==> config.mk <==
export PLATFORM = sky130hd
export DESIGN_NAME = cbf_top
export DESIGN_NICKNAME = d
export VERILOG_FILES = /design/src/cbf_pkg.sv /design/src/cbf_pick_if.sv /design/src/cbf_pickup.sv /design/src/cbf_top.sv
export SDC_FILE = /design/constraint.sdc
export NUM_CORES = 1
export LEC_CHECK = 0
export ABC_AREA = 1
export BUFFER_PORTS_ARGS = -buffer_cell sky130_fd_sc_hd__buf_2
export CORE_ASPECT_RATIO = 0.5
export CORE_UTILIZATION = 23
export DETAILED_ROUTE_END_ITERATION = 10
export PLACE_DENSITY = 0.37
export SYNTH_ARGS = -nofsm -noshare
export SYNTH_HDL_FRONTEND = slang
export SYNTH_SLANG_ARGS = --single-unit
==> constraint.sdc <==
create_clock -name i_mclk -period 6.7 [get_ports i_mclk]
set_input_delay 1.34 -clock i_mclk [delete_from_list [all_inputs] [get_ports i_mclk]]
set_output_delay 1.34 -clock i_mclk [all_outputs]
set_load 0.1 [all_outputs]
==> src/cbf_pkg.sv <==
// Constants, types and register map of the breaker-failure protection block
// How it works
// Every program cycle compare three phase and the selected residual magnitudes to thresholds.
// A picked channel releases only below 97 percent of its threshold.
// One phase threshold serves all phases; any phase above it picks up.
// Nothing happens while all magnitudes stay at or below threshold.
// Residual source: not in use (default), input one, input two, calculated.
// Eleven operating modes join current, signals and relays by AND or OR.
// Phase threshold counts in 0.01 In steps, reset value 0.20 In.
// Residual threshold counts in 0.001 In steps, reset value 1.200 In.
// Blocking input is sampled at the start of every program cycle.
// Pick-up without blocking raises start and runs the delay timer.
// Pick-up under blocking raises blocked and does nothing else.
// Blocking during start clears start as if pick-up dropped out.
// Blocking must arrive 5 ms before the delay elapses.
// Retrip and failure timers start from the same pick-up.
// Failure delay should exceed retrip delay plus breaker and release times.
// Retrip enable, default on; when off, no retrip output.
// Retrip after the start persists for the retrip delay, 5 ms steps, 0.100 s.
// Failure output after the start persists for its delay, default 0.200 s.
// Readable condition: normal, start, retrip, failure, on, blocked.
// Readable behaviour: on, blocked, test, test blocked, off.
// Settings may change while the function runs.
// Masked trip events and masked output relays may start the countdown.
// In current-only mode timers reset once all currents fall below threshold.
// In current and relay mode timers hold until the relay is driven.
// In current or relay mode either criterion keeps counting.
// Timers count one step per 5 ms program-cycle tick.
`default_nettype none
package cbf_pkg;
  localparam int unsigned CLK_MHZ     = 250;
  localparam int unsigned STEP_MS     = 5;
  localparam int unsigned TICK_CYCLES = CLK_MHZ * STEP_MS * 1000;
  localparam int unsigned MAG_W       = 16;
  localparam int unsigned DLY_W       = 19;
  localparam int unsigned RETRIP_DELAY_MS = 100;
  localparam int unsigned FAIL_DELAY_MS   = 200;

  // ----------------------------------------------------------------
  // Register map
  // ----------------------------------------------------------------
  localparam logic [7:0] A_CTRL    = 8'h00;
  localparam logic [7:0] A_PH_THR  = 8'h04;
  localparam logic [7:0] A_RES_THR = 8'h08;
  localparam logic [7:0] A_RT_DLY  = 8'h0C;
  localparam logic [7:0] A_BF_DLY  = 8'h10;
  localparam logic [7:0] A_SIG_MSK = 8'h14;
  localparam logic [7:0] A_DO_MSK  = 8'h18;
  localparam logic [7:0] A_STATUS  = 8'h1C;

  localparam int unsigned CTRL_MODE_LSB = 0;
  localparam int unsigned CTRL_RES_LSB  = 4;
  localparam int unsigned CTRL_RT_BIT   = 6;
  localparam int unsigned CTRL_LN_LSB   = 8;
  localparam int unsigned ST_COND_LSB   = 0;
  localparam int unsigned ST_LN_LSB     = 4;
  localparam int unsigned ST_START_BIT  = 8;
  localparam int unsigned ST_BLK_BIT    = 9;
  localparam int unsigned ST_RT_BIT     = 10;
  localparam int unsigned ST_BF_BIT     = 11;
  localparam int unsigned ST_PICK_LSB   = 12;

  localparam logic [MAG_W-1:0] PH_THR_RST  = 16'h0014;
  localparam logic [MAG_W-1:0] RES_THR_RST = 16'h04B0;
  localparam logic [DLY_W-1:0] RT_DLY_RST  = DLY_W'(RETRIP_DELAY_MS / STEP_MS);
  localparam logic [DLY_W-1:0] BF_DLY_RST  = DLY_W'(FAIL_DELAY_MS / STEP_MS);
  localparam logic [7:0]       RELEASE_PCT = 8'h61;
  localparam logic [7:0]       FULL_PCT    = 8'h64;

  typedef enum logic [3:0] {
    CBF_M_CUR        = 4'h0,
    CBF_M_DO         = 4'h1,
    CBF_M_SIG        = 4'h2,
    CBF_M_CUR_AND_DO = 4'h3,
    CBF_M_CUR_OR_DO  = 4'h4,
    CBF_M_CUR_OR_SIG = 4'h5,
    CBF_M_CUR_AND_SIG = 4'h6,
    CBF_M_SIG_AND_DO = 4'h7,
    CBF_M_SIG_OR_DO  = 4'h8,
    CBF_M_ANY        = 4'h9,
    CBF_M_ALL        = 4'hA
  } cbf_mode_e;

  typedef enum logic [1:0] {
    CBF_R_NONE = 2'h0,
    CBF_R_ONE  = 2'h1,
    CBF_R_TWO  = 2'h2,
    CBF_R_CALC = 2'h3
  } cbf_res_e;

  typedef enum logic [2:0] {
    CBF_LN_ON      = 3'h0,
    CBF_LN_BLOCKED = 3'h1,
    CBF_LN_TEST    = 3'h2,
    CBF_LN_TEST_BLK = 3'h3,
    CBF_LN_OFF     = 3'h4
  } cbf_ln_e;

  typedef enum logic [2:0] {
    CBF_C_NORMAL  = 3'h0,
    CBF_C_START   = 3'h1,
    CBF_C_RETRIP  = 3'h2,
    CBF_C_FAIL    = 3'h3,
    CBF_C_ON      = 3'h4,
    CBF_C_BLOCKED = 3'h5
  } cbf_cond_e;
endpackage
`default_nettype wire

==> src/cbf_pick_if.sv <==
// Interface between the control core and the pick-up comparators
`default_nettype none
interface cbf_pick_if;
  logic                              tick;
  logic                              res_en;
  logic [3:0][cbf_pkg::MAG_W-1:0]    mag;
  logic [cbf_pkg::MAG_W-1:0]         thr_ph;
  logic [cbf_pkg::MAG_W-1:0]         thr_res;
  logic [3:0]                        pick;
  modport ctl (output tick, res_en, mag, thr_ph, thr_res, input pick);
  modport cmp (input tick, res_en, mag, thr_ph, thr_res, output pick);
endinterface
`default_nettype wire

==> src/cbf_pickup.sv <==
// Pick-up comparators with release hysteresis, one per measured channel
`default_nettype none
module cbf_pickup (
  input  wire logic   i_mclk,
  input  wire logic   i_nrst,
  cbf_pick_if.cmp     pif
);
  typedef struct packed {
    logic [3:0] pick;
  } cbf_pk_s;

  cbf_pk_s st_reg;
  cbf_pk_s st_next;

  // Hold while at or above 97 percent, pick only when strictly above
  function automatic logic pick_eval(input logic                      cur,
                                     input logic [cbf_pkg::MAG_W-1:0] mag,
                                     input logic [cbf_pkg::MAG_W-1:0] thr);
    logic [23:0] scaled_mag;
    logic [23:0] scaled_thr;
    scaled_mag = 24'(mag) * 24'(cbf_pkg::FULL_PCT);
    scaled_thr = 24'(thr) * 24'(cbf_pkg::RELEASE_PCT);
    if (cur) begin
      pick_eval = (scaled_mag >= scaled_thr);
    end else begin
      pick_eval = (mag > thr);
    end
  endfunction

  always_comb begin
    st_next = st_reg;
    if (pif.tick) begin
      for (int k = 0; k < 3; k++) begin
        st_next.pick[k] = pick_eval(st_reg.pick[k], pif.mag[k], pif.thr_ph);
      end
      st_next.pick[3] = pif.res_en && pick_eval(st_reg.pick[3], pif.mag[3], pif.thr_res);
    end
  end

  always_ff @(posedge i_mclk or negedge i_nrst) begin
    if (!i_nrst) begin
      st_reg <= '0;
    end else begin
      st_reg <= st_next;
    end
  end

  assign pif.pick = st_reg.pick;
endmodule
`default_nettype wire

==> src/cbf_top.sv <==
// Breaker-failure protection core: settings, pick-up logic, timers, outputs
//
// The plain strobed port and the register offsets were chosen for this implementation.
`default_nettype none
module cbf_top #(
  parameter int unsigned P_TICK_CYCLES = cbf_pkg::TICK_CYCLES,
  parameter int unsigned P_N_SIG       = 16,
  parameter int unsigned P_N_DO        = 8
) (
  input  wire logic                                 i_mclk,
  input  wire logic                                 i_nrst,
  input  wire logic [7:0]                           i_addr,
  input  wire logic [31:0]                          i_wdata,
  input  wire logic                                 i_wr,
  input  wire logic                                 i_rd,
  output logic      [31:0]                          o_rdata,
  input  wire logic [2:0][cbf_pkg::MAG_W-1:0]       i_measured_magnitude,
  input  wire logic [cbf_pkg::MAG_W-1:0]            i_residual_input_one,
  input  wire logic [cbf_pkg::MAG_W-1:0]            i_residual_input_two,
  input  wire logic [cbf_pkg::MAG_W-1:0]            i_calculated_residual,
  input  wire logic                                 i_block,
  input  wire logic [P_N_SIG-1:0]                   i_trip_events,
  input  wire logic [P_N_DO-1:0]                    i_relay_state,
  output logic                                      o_start,
  output logic                                      o_blocked,
  output logic                                      o_retrip,
  output logic                                      o_breaker_failure_output
);
  localparam int unsigned TW = $clog2(P_TICK_CYCLES);
  localparam logic [TW-1:0] DIV_LAST = TW'(P_TICK_CYCLES - 1);
  localparam int unsigned MW = cbf_pkg::MAG_W;
  localparam int unsigned DW = cbf_pkg::DLY_W;

  // ----------------------------------------------------------------
  // State
  // ----------------------------------------------------------------
  typedef struct packed {
    logic [TW-1:0]      div;
    logic               tick;
    logic               eval;
    logic               blk_s;
    cbf_pkg::cbf_mode_e mode;
    cbf_pkg::cbf_res_e  res_sel;
    logic               rt_en;
    cbf_pkg::cbf_ln_e   ln;
    logic [MW-1:0]      ph_thr;
    logic [MW-1:0]      res_thr;
    logic [DW-1:0]      rt_dly;
    logic [DW-1:0]      bf_dly;
    logic [P_N_SIG-1:0] sig_mask;
    logic [P_N_DO-1:0]  do_mask;
    logic [DW-1:0]      elapsed;
    logic               start;
    logic               blocked;
    logic               retrip;
    logic               fail;
    cbf_pkg::cbf_cond_e cond;
    logic [31:0]        rdata;
  } cbf_st_s;

  cbf_st_s st_reg;
  cbf_st_s st_next;

  cbf_pick_if pif ();

  logic cur_hit;
  logic sig_hit;
  logic do_hit;
  logic crit;

  // ----------------------------------------------------------------
  // Mode combination
  // ----------------------------------------------------------------
  function automatic logic mode_crit(input cbf_pkg::cbf_mode_e m,
                                     input logic c,
                                     input logic s,
                                     input logic d);
    case (m)
      cbf_pkg::CBF_M_CUR:         mode_crit = c;
      cbf_pkg::CBF_M_DO:          mode_crit = d;
      cbf_pkg::CBF_M_SIG:         mode_crit = s;
      cbf_pkg::CBF_M_CUR_AND_DO:  mode_crit = c & d;
      cbf_pkg::CBF_M_CUR_OR_DO:   mode_crit = c | d;
      cbf_pkg::CBF_M_CUR_OR_SIG:  mode_crit = c | s;
      cbf_pkg::CBF_M_CUR_AND_SIG: mode_crit = c & s;
      cbf_pkg::CBF_M_SIG_AND_DO:  mode_crit = s & d;
      cbf_pkg::CBF_M_SIG_OR_DO:   mode_crit = s | d;
      cbf_pkg::CBF_M_ANY:         mode_crit = c | s | d;
      cbf_pkg::CBF_M_ALL:         mode_crit = c & s & d;
      default:                    mode_crit = c;
    endcase
  endfunction

  // ----------------------------------------------------------------
  // Comparator hookup
  // ----------------------------------------------------------------
  assign pif.tick    = st_reg.tick;
  assign pif.res_en  = (st_reg.res_sel != cbf_pkg::CBF_R_NONE);
  assign pif.thr_ph  = st_reg.ph_thr;
  assign pif.thr_res = st_reg.res_thr;

  always_comb begin
    pif.mag[2:0] = i_measured_magnitude;
    case (st_reg.res_sel)
      cbf_pkg::CBF_R_ONE:  pif.mag[3] = i_residual_input_one;
      cbf_pkg::CBF_R_TWO:  pif.mag[3] = i_residual_input_two;
      cbf_pkg::CBF_R_CALC: pif.mag[3] = i_calculated_residual;
      default:             pif.mag[3] = '0;
    endcase
  end

  cbf_pickup u_pickup (
    .i_mclk (i_mclk),
    .i_nrst (i_nrst),
    .pif    (pif.cmp)
  );

  assign cur_hit = |pif.pick;
  assign sig_hit = |(i_trip_events & st_reg.sig_mask);
  assign do_hit  = |(i_relay_state & st_reg.do_mask);
  assign crit    = mode_crit(st_reg.mode, cur_hit, sig_hit, do_hit);

  // ----------------------------------------------------------------
  // Reset values
  // ----------------------------------------------------------------
  // Constant, so the asynchronous reset branch loads no logic
  localparam cbf_st_s ST_RST = '{
    mode:    cbf_pkg::CBF_M_CUR,
    res_sel: cbf_pkg::CBF_R_NONE,
    rt_en:   1'b1,
    ln:      cbf_pkg::CBF_LN_ON,
    ph_thr:  cbf_pkg::PH_THR_RST,
    res_thr: cbf_pkg::RES_THR_RST,
    rt_dly:  cbf_pkg::RT_DLY_RST,
    bf_dly:  cbf_pkg::BF_DLY_RST,
    cond:    cbf_pkg::CBF_C_NORMAL,
    default: '0
  };

  // ----------------------------------------------------------------
  // Next state
  // ----------------------------------------------------------------
  always_comb begin
    logic           off;
    logic           test;
    logic [DW-1:0]  el;
    logic [31:0]    rd;
    off  = 1'b0;
    test = 1'b0;
    el   = '0;
    rd   = '0;
    st_next = st_reg;

    // Program-cycle divider; comparators update on tick, core one cycle later
    st_next.tick = 1'b0;
    st_next.eval = st_reg.tick;
    if (st_reg.div == DIV_LAST) begin
      st_next.div  = '0;
      st_next.tick = 1'b1;
    end else begin
      st_next.div = st_reg.div + 1'b1;
    end

    // Sampled only on tick, so a late block misses the current cycle
    if (st_reg.tick) begin
      st_next.blk_s = i_block ||
                      (st_reg.ln == cbf_pkg::CBF_LN_BLOCKED) ||
                      (st_reg.ln == cbf_pkg::CBF_LN_TEST_BLK);
    end

    // Settings take effect at the next evaluation, no restart needed
    if (i_wr) begin
      case (i_addr)
        cbf_pkg::A_CTRL: begin
          st_next.mode    = cbf_pkg::cbf_mode_e'(i_wdata[cbf_pkg::CTRL_MODE_LSB +: 4]);
          st_next.res_sel = cbf_pkg::cbf_res_e'(i_wdata[cbf_pkg::CTRL_RES_LSB +: 2]);
          st_next.rt_en   = i_wdata[cbf_pkg::CTRL_RT_BIT];
          st_next.ln      = cbf_pkg::cbf_ln_e'(i_wdata[cbf_pkg::CTRL_LN_LSB +: 3]);
        end
        cbf_pkg::A_PH_THR:  st_next.ph_thr   = i_wdata[MW-1:0];
        cbf_pkg::A_RES_THR: st_next.res_thr  = i_wdata[MW-1:0];
        cbf_pkg::A_RT_DLY:  st_next.rt_dly   = i_wdata[DW-1:0];
        cbf_pkg::A_BF_DLY:  st_next.bf_dly   = i_wdata[DW-1:0];
        cbf_pkg::A_SIG_MSK: st_next.sig_mask = i_wdata[P_N_SIG-1:0];
        cbf_pkg::A_DO_MSK:  st_next.do_mask  = i_wdata[P_N_DO-1:0];
        default: ;
      endcase
    end

    // Evaluation once per program cycle
    off  = (st_reg.ln == cbf_pkg::CBF_LN_OFF);
    test = (st_reg.ln == cbf_pkg::CBF_LN_TEST) || (st_reg.ln == cbf_pkg::CBF_LN_TEST_BLK);
    if (st_reg.eval) begin
      if (off || !crit) begin
        st_next.start   = 1'b0;
        st_next.blocked = 1'b0;
        st_next.elapsed = '0;
        st_next.retrip  = 1'b0;
        st_next.fail    = 1'b0;
        // Current seen but mode still waiting on its other criterion
        st_next.cond    = (cur_hit && !off) ? cbf_pkg::CBF_C_ON : cbf_pkg::CBF_C_NORMAL;
      end else if (st_reg.blk_s) begin
        st_next.start   = 1'b0;
        st_next.blocked = 1'b1;
        st_next.elapsed = '0;
        st_next.retrip  = 1'b0;
        st_next.fail    = 1'b0;
        st_next.cond    = cbf_pkg::CBF_C_BLOCKED;
      end else begin
        // Saturate so a long standing fault cannot wrap the timer
        if (!st_reg.start) begin
          el = '0;
        end else if (st_reg.elapsed != '1) begin
          el = st_reg.elapsed + 1'b1;
        end else begin
          el = st_reg.elapsed;
        end
        st_next.elapsed = el;
        st_next.start   = 1'b1;
        st_next.blocked = 1'b0;
        // Test mode shows the condition but keeps the contacts open
        st_next.retrip  = st_reg.rt_en && (el >= st_reg.rt_dly) && !test;
        st_next.fail    = (el >= st_reg.bf_dly) && !test;
        if (el >= st_reg.bf_dly) begin
          st_next.cond = cbf_pkg::CBF_C_FAIL;
        end else if (st_reg.rt_en && (el >= st_reg.rt_dly)) begin
          st_next.cond = cbf_pkg::CBF_C_RETRIP;
        end else begin
          st_next.cond = cbf_pkg::CBF_C_START;
        end
      end
    end

    // Read port: data valid the cycle after the strobe only
    if (i_rd) begin
      case (i_addr)
        cbf_pkg::A_CTRL: begin
          rd[cbf_pkg::CTRL_MODE_LSB +: 4] = st_reg.mode;
          rd[cbf_pkg::CTRL_RES_LSB +: 2]  = st_reg.res_sel;
          rd[cbf_pkg::CTRL_RT_BIT]        = st_reg.rt_en;
          rd[cbf_pkg::CTRL_LN_LSB +: 3]   = st_reg.ln;
        end
        cbf_pkg::A_PH_THR:  rd[MW-1:0]      = st_reg.ph_thr;
        cbf_pkg::A_RES_THR: rd[MW-1:0]      = st_reg.res_thr;
        cbf_pkg::A_RT_DLY:  rd[DW-1:0]      = st_reg.rt_dly;
        cbf_pkg::A_BF_DLY:  rd[DW-1:0]      = st_reg.bf_dly;
        cbf_pkg::A_SIG_MSK: rd[P_N_SIG-1:0] = st_reg.sig_mask;
        cbf_pkg::A_DO_MSK:  rd[P_N_DO-1:0]  = st_reg.do_mask;
        cbf_pkg::A_STATUS: begin
          rd[cbf_pkg::ST_COND_LSB +: 3]  = st_reg.cond;
          rd[cbf_pkg::ST_LN_LSB +: 3]    = st_reg.ln;
          rd[cbf_pkg::ST_START_BIT]      = st_reg.start;
          rd[cbf_pkg::ST_BLK_BIT]        = st_reg.blocked;
          rd[cbf_pkg::ST_RT_BIT]         = st_reg.retrip;
          rd[cbf_pkg::ST_BF_BIT]         = st_reg.fail;
          rd[cbf_pkg::ST_PICK_LSB +: 4]  = pif.pick;
        end
        default: rd = '0;
      endcase
    end
    st_next.rdata = rd;
  end

  always_ff @(posedge i_mclk or negedge i_nrst) begin
    if (!i_nrst) begin
      st_reg <= ST_RST;
    end else begin
      st_reg <= st_next;
    end
  end

  // ----------------------------------------------------------------
  // Outputs
  // ----------------------------------------------------------------
  assign o_rdata                  = st_reg.rdata;
  assign o_start                  = st_reg.start;
  assign o_blocked                = st_reg.blocked;
  assign o_retrip                 = st_reg.retrip;
  assign o_breaker_failure_output = st_reg.fail;
endmodule
`default_nettype wire

[After elaboration in Yosys (flattened, before gate mapping)]
Cells that the tools add are included.
Cells by class
  $add $sub $neg: 2
  multipliers: 6
  divide/modulo/power cells: 0
  order comparisons: 10
  equal/unequal tests: 26
  shifts and indexed selects: 0
  muxes and demuxes: 27
  bitwise operators: 10
  reductions and logical operators: 24
Operators by type and width (count)
  2-to-1 mux 19 bit: 6
  >= comparator 23 bit: 4
  multiplier 16 x 5 -> 21 bit, second input constant: 4
  greater-than comparator 16 bit: 4
  2-to-1 mux 26 bit: 2
  one-hot mux 16 bit (3 select lines): 1
  one-hot mux 3 bit (8 select lines): 2
  multiplier 16 x 7 -> 23 bit, second input constant: 2
  >= comparator 19 bit: 2
  equality test 8 x 5 -> 1 bit, second input constant: 4
  one-hot mux 5 bit (6 select lines): 1
  adder 21 x 1 -> 21 bit, second input constant: 1
  equality test 21 bit, second input constant: 1
  2-to-1 mux 21 bit: 1
  one-hot mux 3 bit (7 select lines): 1
  adder 19 x 1 -> 19 bit, second input constant: 1
  inequality test 19 bit, second input constant: 1
  bitwise AND 16 bit: 1
  equality test 4 x 3 -> 1 bit, second input constant: 4
  equality test 8 x 4 -> 1 bit, second input constant: 2
  OR reduction 16 bit: 1
  AND reduction 2 bit: 7
  equality test 4 bit, second input constant: 3
  one-hot mux 1 bit (10 select lines): 1
  24 further kinds: 48
Word-level totals
  bits in registers: 190
  latch bits: 0
  bits in writable memories: 0
  ROM bits: 0
  output and inout port bits: 36
  word-level logic and storage cells: 127
  memories: 0

[Longest topological paths before layout]
Gate-level depths: netlist of the first run.
  depth in word-level cells: 15
  gate-level depth with buffers: 33
  depth with buffers taken out: 33

[By module]
Synthesis of the first run repeated with hierarchy kept, for this count alone.
Second synthesis, totals
  cell total of the unflattened synthesis: 3043
  area, all modules: 23199.8 µm²
Modules (own cells, without submodules)
  cbf_pickup: times used 1, cells an instance 1695, area an instance 13110.1 µm²
  cbf_top: times used 1, cells an instance 1348, area an instance 10089.7 µm²

[Worst setup path before layout of the first run]
OpenSTA, ideal clock, no wires.
  kind: input-to-reg
  start point: input i_calculated_residual[12] (netlist bit)
  end point: register u_pickup.st_reg (netlist bit u_pickup.pif.pick[3])
  setup time: 0.077 ns
  arrival time: 5.080 ns
  data required time: 6.623 ns
  path slack: 1.542 ns
  stages on the path: 25
  buffers on the path: 0
  path through: a221oi_1 > inv_1 > ha_1 > ha_1 > inv_1 > fa_1 > inv_1 > ha_1 > nand2_1 > nor2_1 > nand4_1 > nand3_1 > nand3_1 > nand2_1 > xor2_1 > inv_1 > ha_1 > nand4_1 > nor3_1 > nand3_1 > nand2_1 > nor2_1 > nand2_1 > a21oi_1 > a21oi_1
On the way
  word-level cells in the longest chain between the ends: 6
  elaborated cells between the ends (all ways): 7
Ends and longest elaborated chain
  from (decl): RTL line cbf_top.sv:20  | input wire logic [cbf_pkg::MAG_W-1:0] i_calculated_residual,
  one-hot mux 16 bit (3 select lines) (*): RTL line cbf_top.sv:104  | case (st_reg.res_sel)
  multiplier 16 x 5 -> 21 bit: RTL line cbf_pickup.sv:21  | scaled_mag = 24'(mag) * 24'(cbf_pkg::FULL_PCT);
  >= comparator 23 bit: RTL line cbf_pickup.sv:24  | pick_eval = (scaled_mag >= scaled_thr);
  2-to-1 mux 1 bit (*): RTL line cbf_pickup.sv:23  | if (cur) begin
  2-to-1 mux 1 bit (*): RTL line cbf_pickup.sv:32  | if (pif.tick) begin
  logical AND 1 bit (*): RTL line cbf_pickup.sv:36  | st_next.pick[3] = pif.res_en && pick_eval(st_reg.pick[3], pif.mag[3], pif.thr_res);
  to (signal assigned): RTL line cbf_pickup.sv:44  | st_reg <= st_next;
  to (decl): RTL line cbf_pickup.sv:12  | cbf_pk_s st_reg;
Every way passes the cells marked *; elsewhere a longest branch is shown, timed or not. The select of a mux whose other input is x is not followed.
A chain may end at the register's enable or synchronous reset.

[Worst setup path in the final report of the first run]
  start point: register st_reg[156] (netlist bit)
  end point: register u_pickup.st_reg (netlist bit u_pickup.pif.pick[3])
On the way
  word-level cells in the longest chain between the ends: 7
  elaborated cells between the ends (all ways): 11
Ends and longest elaborated chain
  from (decl): RTL line cbf_top.sv:61  | cbf_st_s st_reg;
  from (signal assigned): RTL line cbf_top.sv:268  | st_reg <= st_next;
  equality test 2 bit / equality test 2 x 1 -> 1 bit (equally long branches): RTL line cbf_top.sv:104
  one-hot mux 16 bit (3 select lines): RTL line cbf_top.sv:104
  multiplier 16 x 5 -> 21 bit: RTL line cbf_pickup.sv:21
  >= comparator 23 bit: RTL line cbf_pickup.sv:24
  2-to-1 mux 1 bit: RTL line cbf_pickup.sv:23
  2-to-1 mux 1 bit: RTL line cbf_pickup.sv:32
  logical AND 1 bit (*): RTL line cbf_pickup.sv:36
Marks and branches as above.

==> results of run 1 <==
==> metrics by stage <==
step | hold WS, ps | utilization, % | setup WS [ps]
2_1_floorplan | 414 | - | 1540
3_3_place_gp | 452 | 25.5 | 693
3_5_place_dp | 454 | 25.5 | 719
4_1_cts | 465 | 26.1 | 1060
5_1_grt | 496 | 26.1 | 531
6_report | 463 | 26.1 | 1180
==> path summary, 6_finish.rpt <==
| kind | endpoint | depth (start not counted) | slack [ps] | from |
|---|---|---|---|---|
| worst max-delay path | u_pickup.pif.pick[3] | 28 | 1180 | st_reg[156] |
| min in group asynchronous | st_reg[175] | 1 | 970 | i_nrst |
| worst max register to register | u_pickup.pif.pick[3] | 28 | 1180 | st_reg[156] |
| worst min register to register | st_reg[165] | 1 | 460 | st_reg[165] |
| worst min-delay path | st_reg[165] | 1 | 460 | st_reg[165] |
| max in group asynchronous | st_reg[103] | 2 | 4700 | i_nrst |
==> cells in the mapped netlist (22+ instances only) <==
library cell / count / share of area [%]
sky130_fd_sc_hd__nand3_1: 141 / 3.0
sky130_fd_sc_hd__buf_4: 33 / 1.1
sky130_fd_sc_hd__dfrtp_1: 166 / 18
sky130_fd_sc_hd__ha_1: 532 / 28
sky130_fd_sc_hd__nand4_1: 44 / 1.2
sky130_fd_sc_hd__inv_1: 583 / 9.3
sky130_fd_sc_hd__nor3_1: 48 / 1.0
sky130_fd_sc_hd__o21ai_0: 175 / 3.7
sky130_fd_sc_hd__nor2_1: 180 / 2.9
sky130_fd_sc_hd__nand2_1: 719 / 11
sky130_fd_sc_hd__a21oi_1: 183 / 3.9
sky130_fd_sc_hd__xnor2_1: 35 / 1.3
sky130_fd_sc_hd__xor2_1: 71 / 2.6
sky130_fd_sc_hd__fa_1: 60 / 5.1
sky130_fd_sc_hd__clkbuf_1: 22 / 0.35
==> cell type report <==
class	count	share of cell area, %
well taps	1344	6.40
clock buffers	17	1.62
flip-flops and latches	177	16.9
multi-input cells	2363	62.4
inverters	595	8.50
clock inverters	15	0.666
diodes	1	0.00952
repair buffers	179	3.54
==> critical path, delay by kind of cell, from the launching register on <==
| family | cells | cell delay (ps) |
|---|---|---|
| flip-flops | 1 | 420 |
| adder cells (fa/ha/maj) | 5 | 1760 |
| AND/OR/NAND/NOR | 14 | 1620 |
| AO/OA/AOI/OAI | 5 | 900 |
| buffers and inverters | 4 | 760 |
==> power breakdown <==
group	switching, mW	total, mW	internal [mW]
registers	0.0393	1.14	1.10
logic	1.35	2.15	0.801
clock network	0.542	1.07	0.529
total	1.93	4.36	2.43
==> routing by layer <==
layer,global-route usage [%],up-vias,wire length [um]
met5,0,-,0
li1,-,10677,-
met3,1.69,64,2530
met4,3.80,0,1450
met1,21.0,9526,38400
met2,26.0,325,37300
==> cells by family (layout without fill, tap and decap cells) <==
kind of cell	Yosys count	in the layout	synth area share, %
compound gates	476	476	11.2
xor+xnor	106	106	3.95
fa+ha+maj	592	592	33.4
buf+inv	667	806	11.5
flops	177	177	18.9
other cells	1	14	0.0160
simple gates	1176	1176	21.0
==> results.md, run 1 <==
Power:
- IR analysis of the VDD net gives a maximum drop of 0.000140 V.
- The final total power is 4.36 mW.
- The total power divided by cell area is 166 nW/um^2.
- For this design the static power due to leakage is 14.4 nW.

Final layout:
- The register with the most flip-flops in the layout has 117 of them.
- In the layout the commonest cells are sky130_fd_sc_hd__nand2_1, sky130_fd_sc_hd__inv_1, sky130_fd_sc_hd__ha_1.
- Compared with the post-synthesis result, the final layout area differs by 11.9%.
- Across the whole layout, storage elements account for 4440 sq um.
- The total of fill cells in the finished design is 11.2k.
- The net count of the finished layout is 4090.
- The multi-input combinational cells in the finished layout cover a total of 16400 sq um.
- Of the cells placed in the final design, the portion with a size suffix greater than 1 is 7.62%.
- The leading cell type in the layout, fill and taps excluded is sky130_fd_sc_hd__nand2_1.
- After the flow finishes, the layout carries non-filler instances totaling 4691.
- The cell area after layout is 26300 sq um.

Worst setup path:
- The kind of start point of the critical path is a flop.
- In this run the worst path has a maximum fanout of 15.
- The data required time at the worst endpoint is 7140 ps.
- The most numerous cell type found on the critical path is sky130_fd_sc_hd__nand2_1.
- The kind of critical path is reg -> reg.
- The kind of end point of the critical path is a flop.
- Data arrives at the worst endpoint at 5950 ps.
- The delay of the slowest cell on the worst path is 500 ps.
- The slowest stage cell on the critical path is sky130_fd_sc_hd__fa_1.

CTS:
- The number of buffers added by the clock tree synthesis step is 17.
- The clock latency on the worst-skew pair is 500 ps.
- The count of instances resized after the clock tree is built is 0.
- The total clock sinks is 177.
- In this run, post-CTS hold repair placed 0 buffers.
- TritonCTS built the clock tree.
- The cell sitting at the root of the clock tree is a sky130_fd_sc_hd__clkbuf_16.
- Post-CTS timing repair inserted 0 buffers for setup.
- The clock-pin slew reported for the worst setup and hold paths after clock tree synthesis is 90 ps.
- The H-tree generated during clock tree synthesis spans 4 levels.
- The clock tree buffer depth is 2.

GRT:
- Global routing consumed, over all layers together, 15.5% of the routing resources.
- The maximum number of pins on one net before global-route repair is 103.
- The global-route wire length before repair is 122000 um.
- The via count of the first global-routing pass is 20.5k.
- The number of antenna violations at the first check in global routing is 4.
- The aggregate global routing overflow is 0.

Die:
- For this configuration, the core starts out at a cell density of 23.3%.
- The floorplan die area is 104000 sq um.
- In this run the count of I/O pins placed on the die edge is 201.
- The initialized floorplan defines 82 standard-cell rows.
- The area of the core is 101000 sq um.
- In this run the vertical extent of the chip is 228 um.
- The overall die width is 454 um.

Drt:
- The number of DRC markers after the initial detailed-route iteration is 1071.
- The number of antenna-violating nets in the routed design is 0.
- The average vias per placed instance is 4.39.
- The wire length per cell after detailed routing is 17.0 um.
- The first TritonRoute pass finished after 6 iterations.
- The routed design has 79700 um of wire.
- After detailed routing, the number of remaining DRC violations is 0.
- The total via count after detailed routing is 20.6k.

STA:
- The final max-slew violation count was 0.
- The final critical path takes up 82.4% of the cycle.
- Setup repair after global routing left no endpoint under its margin.
- The worst-case headroom to the max-slew limit is 34.7%.
- The post-route minimum period is 5520 ps.
- Setup violations remaining at the end of the flow were counted as 0.
- The total count of hold-check failures in the final report is 0.
- The final setup TNS is 0 ps.
- The transition time of the tightest slew-check pin is 974 ps.
- The clock arrives with 18.9 ps of skew.
- The maximum clock frequency is 181 MHz.

Placed design:
- The placed instances occupy a cell area of 25700 sq um.
- The number of placed cells counting well taps is 4658.
- The port buffer count is 174.
- The post-DP HPWL is 66800 um.
- The congestion estimate from routability-driven global placement came to 0.859.

Logic synthesis:
- Synthesis instantiated 56 different standard cells from the library.
- The flip-flop and latch count after synthesis is 177.
- Yosys mapped a number of flops with a built-in enable equal to 0.
- Of all flip-flops after synthesis, the portion carrying an async set or reset was 100%.
- The sequential-to-total area share from yosys stat is 18.9%.
- The post-synth design cell area is 23500 sq um.
- The Yosys step of the flow raised 0 warnings.
- The most frequently used flop master after synthesis is sky130_fd_sc_hd__dfrtp_1.
- The count of mapped cells out of synthesis is 3195.
- The average footprint of a synthesized cell is 7.35 sq um.

Outcome:
- The run finished with clean final reports.

Job:
- Across the run, the number of max-cap violations was 0.

Worst hold path:
- In this run the worst hold path is classified as reg -> reg.
Power figures use the tool's default switching activity.
==> run 2: changes to the inputs <==
--- a/config.mk
+++ b/config.mk
@@ -5,7 +5,7 @@
 export SDC_FILE = /design/constraint.sdc
 export NUM_CORES = 1
 export LEC_CHECK = 0
-export ABC_AREA = 1
+export ABC_AREA = 0
 export BUFFER_PORTS_ARGS = -buffer_cell sky130_fd_sc_hd__buf_2
 export CORE_ASPECT_RATIO = 0.5
 export CORE_UTILIZATION = 23
==> constraint.sdc (replaced) <==
create_clock -name i_mclk -period 5.3 [get_ports i_mclk]
set_input_delay 1.06 -clock i_mclk [delete_from_list [all_inputs] [get_ports i_mclk]]
set_output_delay 1.06 -clock i_mclk [all_outputs]
set_load 0.1 [all_outputs]
==> results.md, run 2 <==
CTS:
- Counting the buffers created by CTS gives 17.
- The total clock sinks is 177.
- The count of H-tree levels built during CTS is 4.
- The TritonCTS clock tree is built.
- The root buffer selected by CTS is sky130_fd_sc_hd__clkbuf_16.
- The clock latency on the worst-skew pair is 470 ps.
- The clock tree buffer depth is 2.
- The clock-pin slew reported for the worst setup and hold paths after clock tree synthesis is 80 ps.

Logic synthesis:
- The average footprint of a synthesized cell is 9.25 sq um.
- The cell area that synthesis handed to floorplanning was 22300 sq um.
- In the synthesized netlist, the cells that appear most often are sky130_fd_sc_hd__ha_1, sky130_fd_sc_hd__inv_1, sky130_fd_sc_hd__dfrtp_1.
- The cell with the most instances after synthesis is sky130_fd_sc_hd__ha_1.
- The synthesis warning total is 0.
- The proportion of register bits with asynchronous set or reset after synthesis is 100%.
- Counting flops with a built-in enable in the synthesized netlist gives 0.
- The cell count after synthesis came out at 2406.
- In this run, synthesis produced a sequential element count of 177.
- The most area-hungry cell type in the Yosys netlist is sky130_fd_sc_hd__ha_1.
- Of the synthesized area, sequential elements account for 20.0%.
- The share of synthesized area in the top cell type comes to 29.9%.
- The most used flip-flop cell after synthesis is sky130_fd_sc_hd__dfrtp_1.
- The count of different cell masters after synthesis is 79.
- In the post-synthesis netlist, the biggest area contributors are sky130_fd_sc_hd__ha_1, sky130_fd_sc_hd__dfrtp_1, sky130_fd_sc_hd__inv_1, sky130_fd_sc_hd__fa_1, sky130_fd_sc_hd__mux2_2.

Final layout:
- Cells with a size suffix above 1 make up 24.2% of the layout.
- The net count of the finished layout is 3552.
- In the layout the commonest cells are sky130_fd_sc_hd__ha_1, sky130_fd_sc_hd__inv_1, sky130_fd_sc_hd__buf_4.
- The cell area after layout is 27600 sq um.
- The flip-flop count of the largest register after layout is 117.
- The final cell count without fillers is 4079.
- Counting the fill cells in the layout gives 10.2k.
- The area added between synthesis and finish is 23.9%.
- Across the whole layout, storage elements account for 4450 sq um.
- The library cell used most frequently in the layout, excluding fill and tap cells, is sky130_fd_sc_hd__ha_1.
- The area of combinational cells with multiple inputs is 16700 sq um.
- The core utilization of the finished layout is 28.9%.
- 0 antenna diodes ended up in the layout.

Job:
- Across the run, the number of max-cap violations was 0.

STA:
- The maximum clock frequency is 188 MHz.
- The worst-case headroom to the max-slew limit is 31.0%.
- The least setup slack across all paths after layout is -19.9 ps.
- The worst hold slack is 461 ps.
- Setup violations remaining at the end of the flow were counted as 1.
- The transition time of the tightest slew-check pin is 1040 ps.
- The post-route minimum period is 5320 ps.
- Setup repair after global routing could not meet its margin everywhere.
- Setup total negative slack on the finished layout was measured at -19.9 ps.
- The final cycle utilization of the critical path is 100%.
- The total count of hold-check failures in the final report was 0.
- The final max-slew violation count was 0.
- The worst setup skew after layout is 15.4 ps.

Drt:
- For this run, design rule violations remaining after detail routing come to 0.
- Before antenna repair, the detailed router went through 5 iterations.
- The number of antenna-violating nets in the routed design is 0.
- The wire length per cell after detailed routing is 17.8 um.
- After detailed routing, the number of vias per cell comes to 4.55.
- The final routed wirelength across all metal layers is 72700 um.
- The routed layout has 18.6k vias.
- For this block, the initial DRC count from the detailed router was 771.

Worst setup path:
- The kind of critical path is reg -> reg.
- The data required time at the worst endpoint is 5630 ps.
- The category of cells accounting for the largest share of critical-path delay is adder cells.
- The internal reg-to-reg setup slack is -20 ps.
- The kind of start point of the critical path is a flop.
- In this run the worst path has a maximum fanout of 12.
- Walking the worst path, the cells encountered are nor2b_4 > buf_6 > buf_4 > a22o_4 > ha_4 > ha_1 > inv_1 > fa_1 > inv_1 > ha_2 > or3_4 > o211a_4 > or3_4 > a31o_1 > a21oi_2 > xnor2_1 > ha_1 > nand4_1 > nor3_2 > nor4bb_1 > o211ai_1 > a41oi_2 > a2111oi_2.
- The critical path contains buffers and inverters numbering 4 combined.
- The worst endpoint data arrival time is 5650 ps.
- The worst setup path is captured at a flop.
- The slowest stage cell on the critical path is sky130_fd_sc_hd__dfrtp_2.
- The delay of the slowest cell on the worst path is 520 ps.

Outcome:
- The checks that failed: negative setup slack.
- The run finished, with violations left.

Placed design:
- Summed over all nets, the half-perimeter wirelength after detailed placement is 60100 um.
- The post-place setup slack is -613 ps.
- Once placement completed, the tool counted placed cells totaling 4030.
- The placed instances occupy a cell area of 26300 sq um.
- The port buffer count is 174.
- The routability-driven placement congestion ratio is 0.839.

GRT:
- After global routing the overflow that remains totals 0.
- The via count of the first global-routing pass was 18.9k.
- The overall track demand over capacity in global routing is 14.8%.
- The number of antenna violations at the first check in global routing came to 5.
- The first global-routing pass estimated 112000 um of wire.
- The maximum number of pins on one net before global-route repair is 95.

Die:
- The number of placement rows is 80.
- The starting density of the core is 23.3%.
- The area of the core is 95600 sq um.
- In this run the horizontal extent of the chip is 442 um.
- The height of the chip is 222 um.
- The floorplan die area is 98100 sq um.
- In this run the count of I/O pins placed on the die edge is 201.

Power:
- The worst ir drop on vdd is 0.000199 V.
- Overall power consumption after layout is estimated at 5.84 mW.
- In this run the static leakage power is 14.4 nW.
- In this run the power density over the cells is 212 nW/um^2.

Worst hold path:
- The type of the worst min-delay path is reg -> reg.
-- run 2: layer usage --
layer / vias up / part of all wire (%) / GRT usage [%]
met4: 6 / 0.55 / 1.67
li1: 9319 / - / -
met3: 31 / 1.9 / 1.39
met1: 8987 / 51 / 21.0
met2: 209 / 46 / 24.8
met5: - / 0.045 / 0
-- run 2: worst register-to-register path, delay by kind of cell, from the launching register on --
kind | cells | cell delay [ps]
DFF | 1 | 520
xor gates and xnor gates | 1 | 140
AOI/OAI and AO/OA | 7 | 1350
buffers and inverters | 4 | 390
adders and majority gates | 5 | 1420
and+or+nand+nor | 6 | 1370
-- run 2: cell type report --
class | count | share of cell area, %
multi-input combinational | 1801 | 60.6
sequential | 177 | 16.1
timing repair buffer | 427 | 10.2
tap | 1271 | 5.77
inverter | 371 | 5.05
clock buffer | 18 | 1.59
clock inverter | 14 | 0.594
-- run 2: timing repair --
item,in CTS,in global routing
resized for setup,49,46
hold buffers,0,0
setup buffers,12,6
endpoints found under the setup margin,4,4
pin swaps,32,44
-- run 2: path summary, 6_finish.rpt --
path                        startpoint                    to  cells after the start
hold / removal             st_reg[165]           st_reg[165]                      1
hold reg to reg            st_reg[165]           st_reg[165]                      1
max in group asynchronous       i_nrst         pif.thr_ph[5]                      2
setup reg to reg           st_reg[156]  u_pickup.pif.pick[3]                     23
min in group asynchronous       i_nrst           st_reg[118]                      1
setup / recovery           st_reg[156]  u_pickup.pif.pick[3]                     23
-- run 2: cell families after synthesis --
logic type | count (synthesis) | synth area share [%]
xor+xnor | 120 | 4.72
buf+inv | 440 | 7.99
other cells | 1 | 0.0169
fa+ha+maj | 593 | 35.4
compound gates | 503 | 15.5
flops | 177 | 20.0
mux | 127 | 6.39
simple gates | 445 | 10.0
-- run 2: power breakdown --
part           switching, mW  internal [mW]
combinational           1.61           1.42
clock                  0.639          0.725
sequential            0.0586           1.39
total                   2.31           3.53
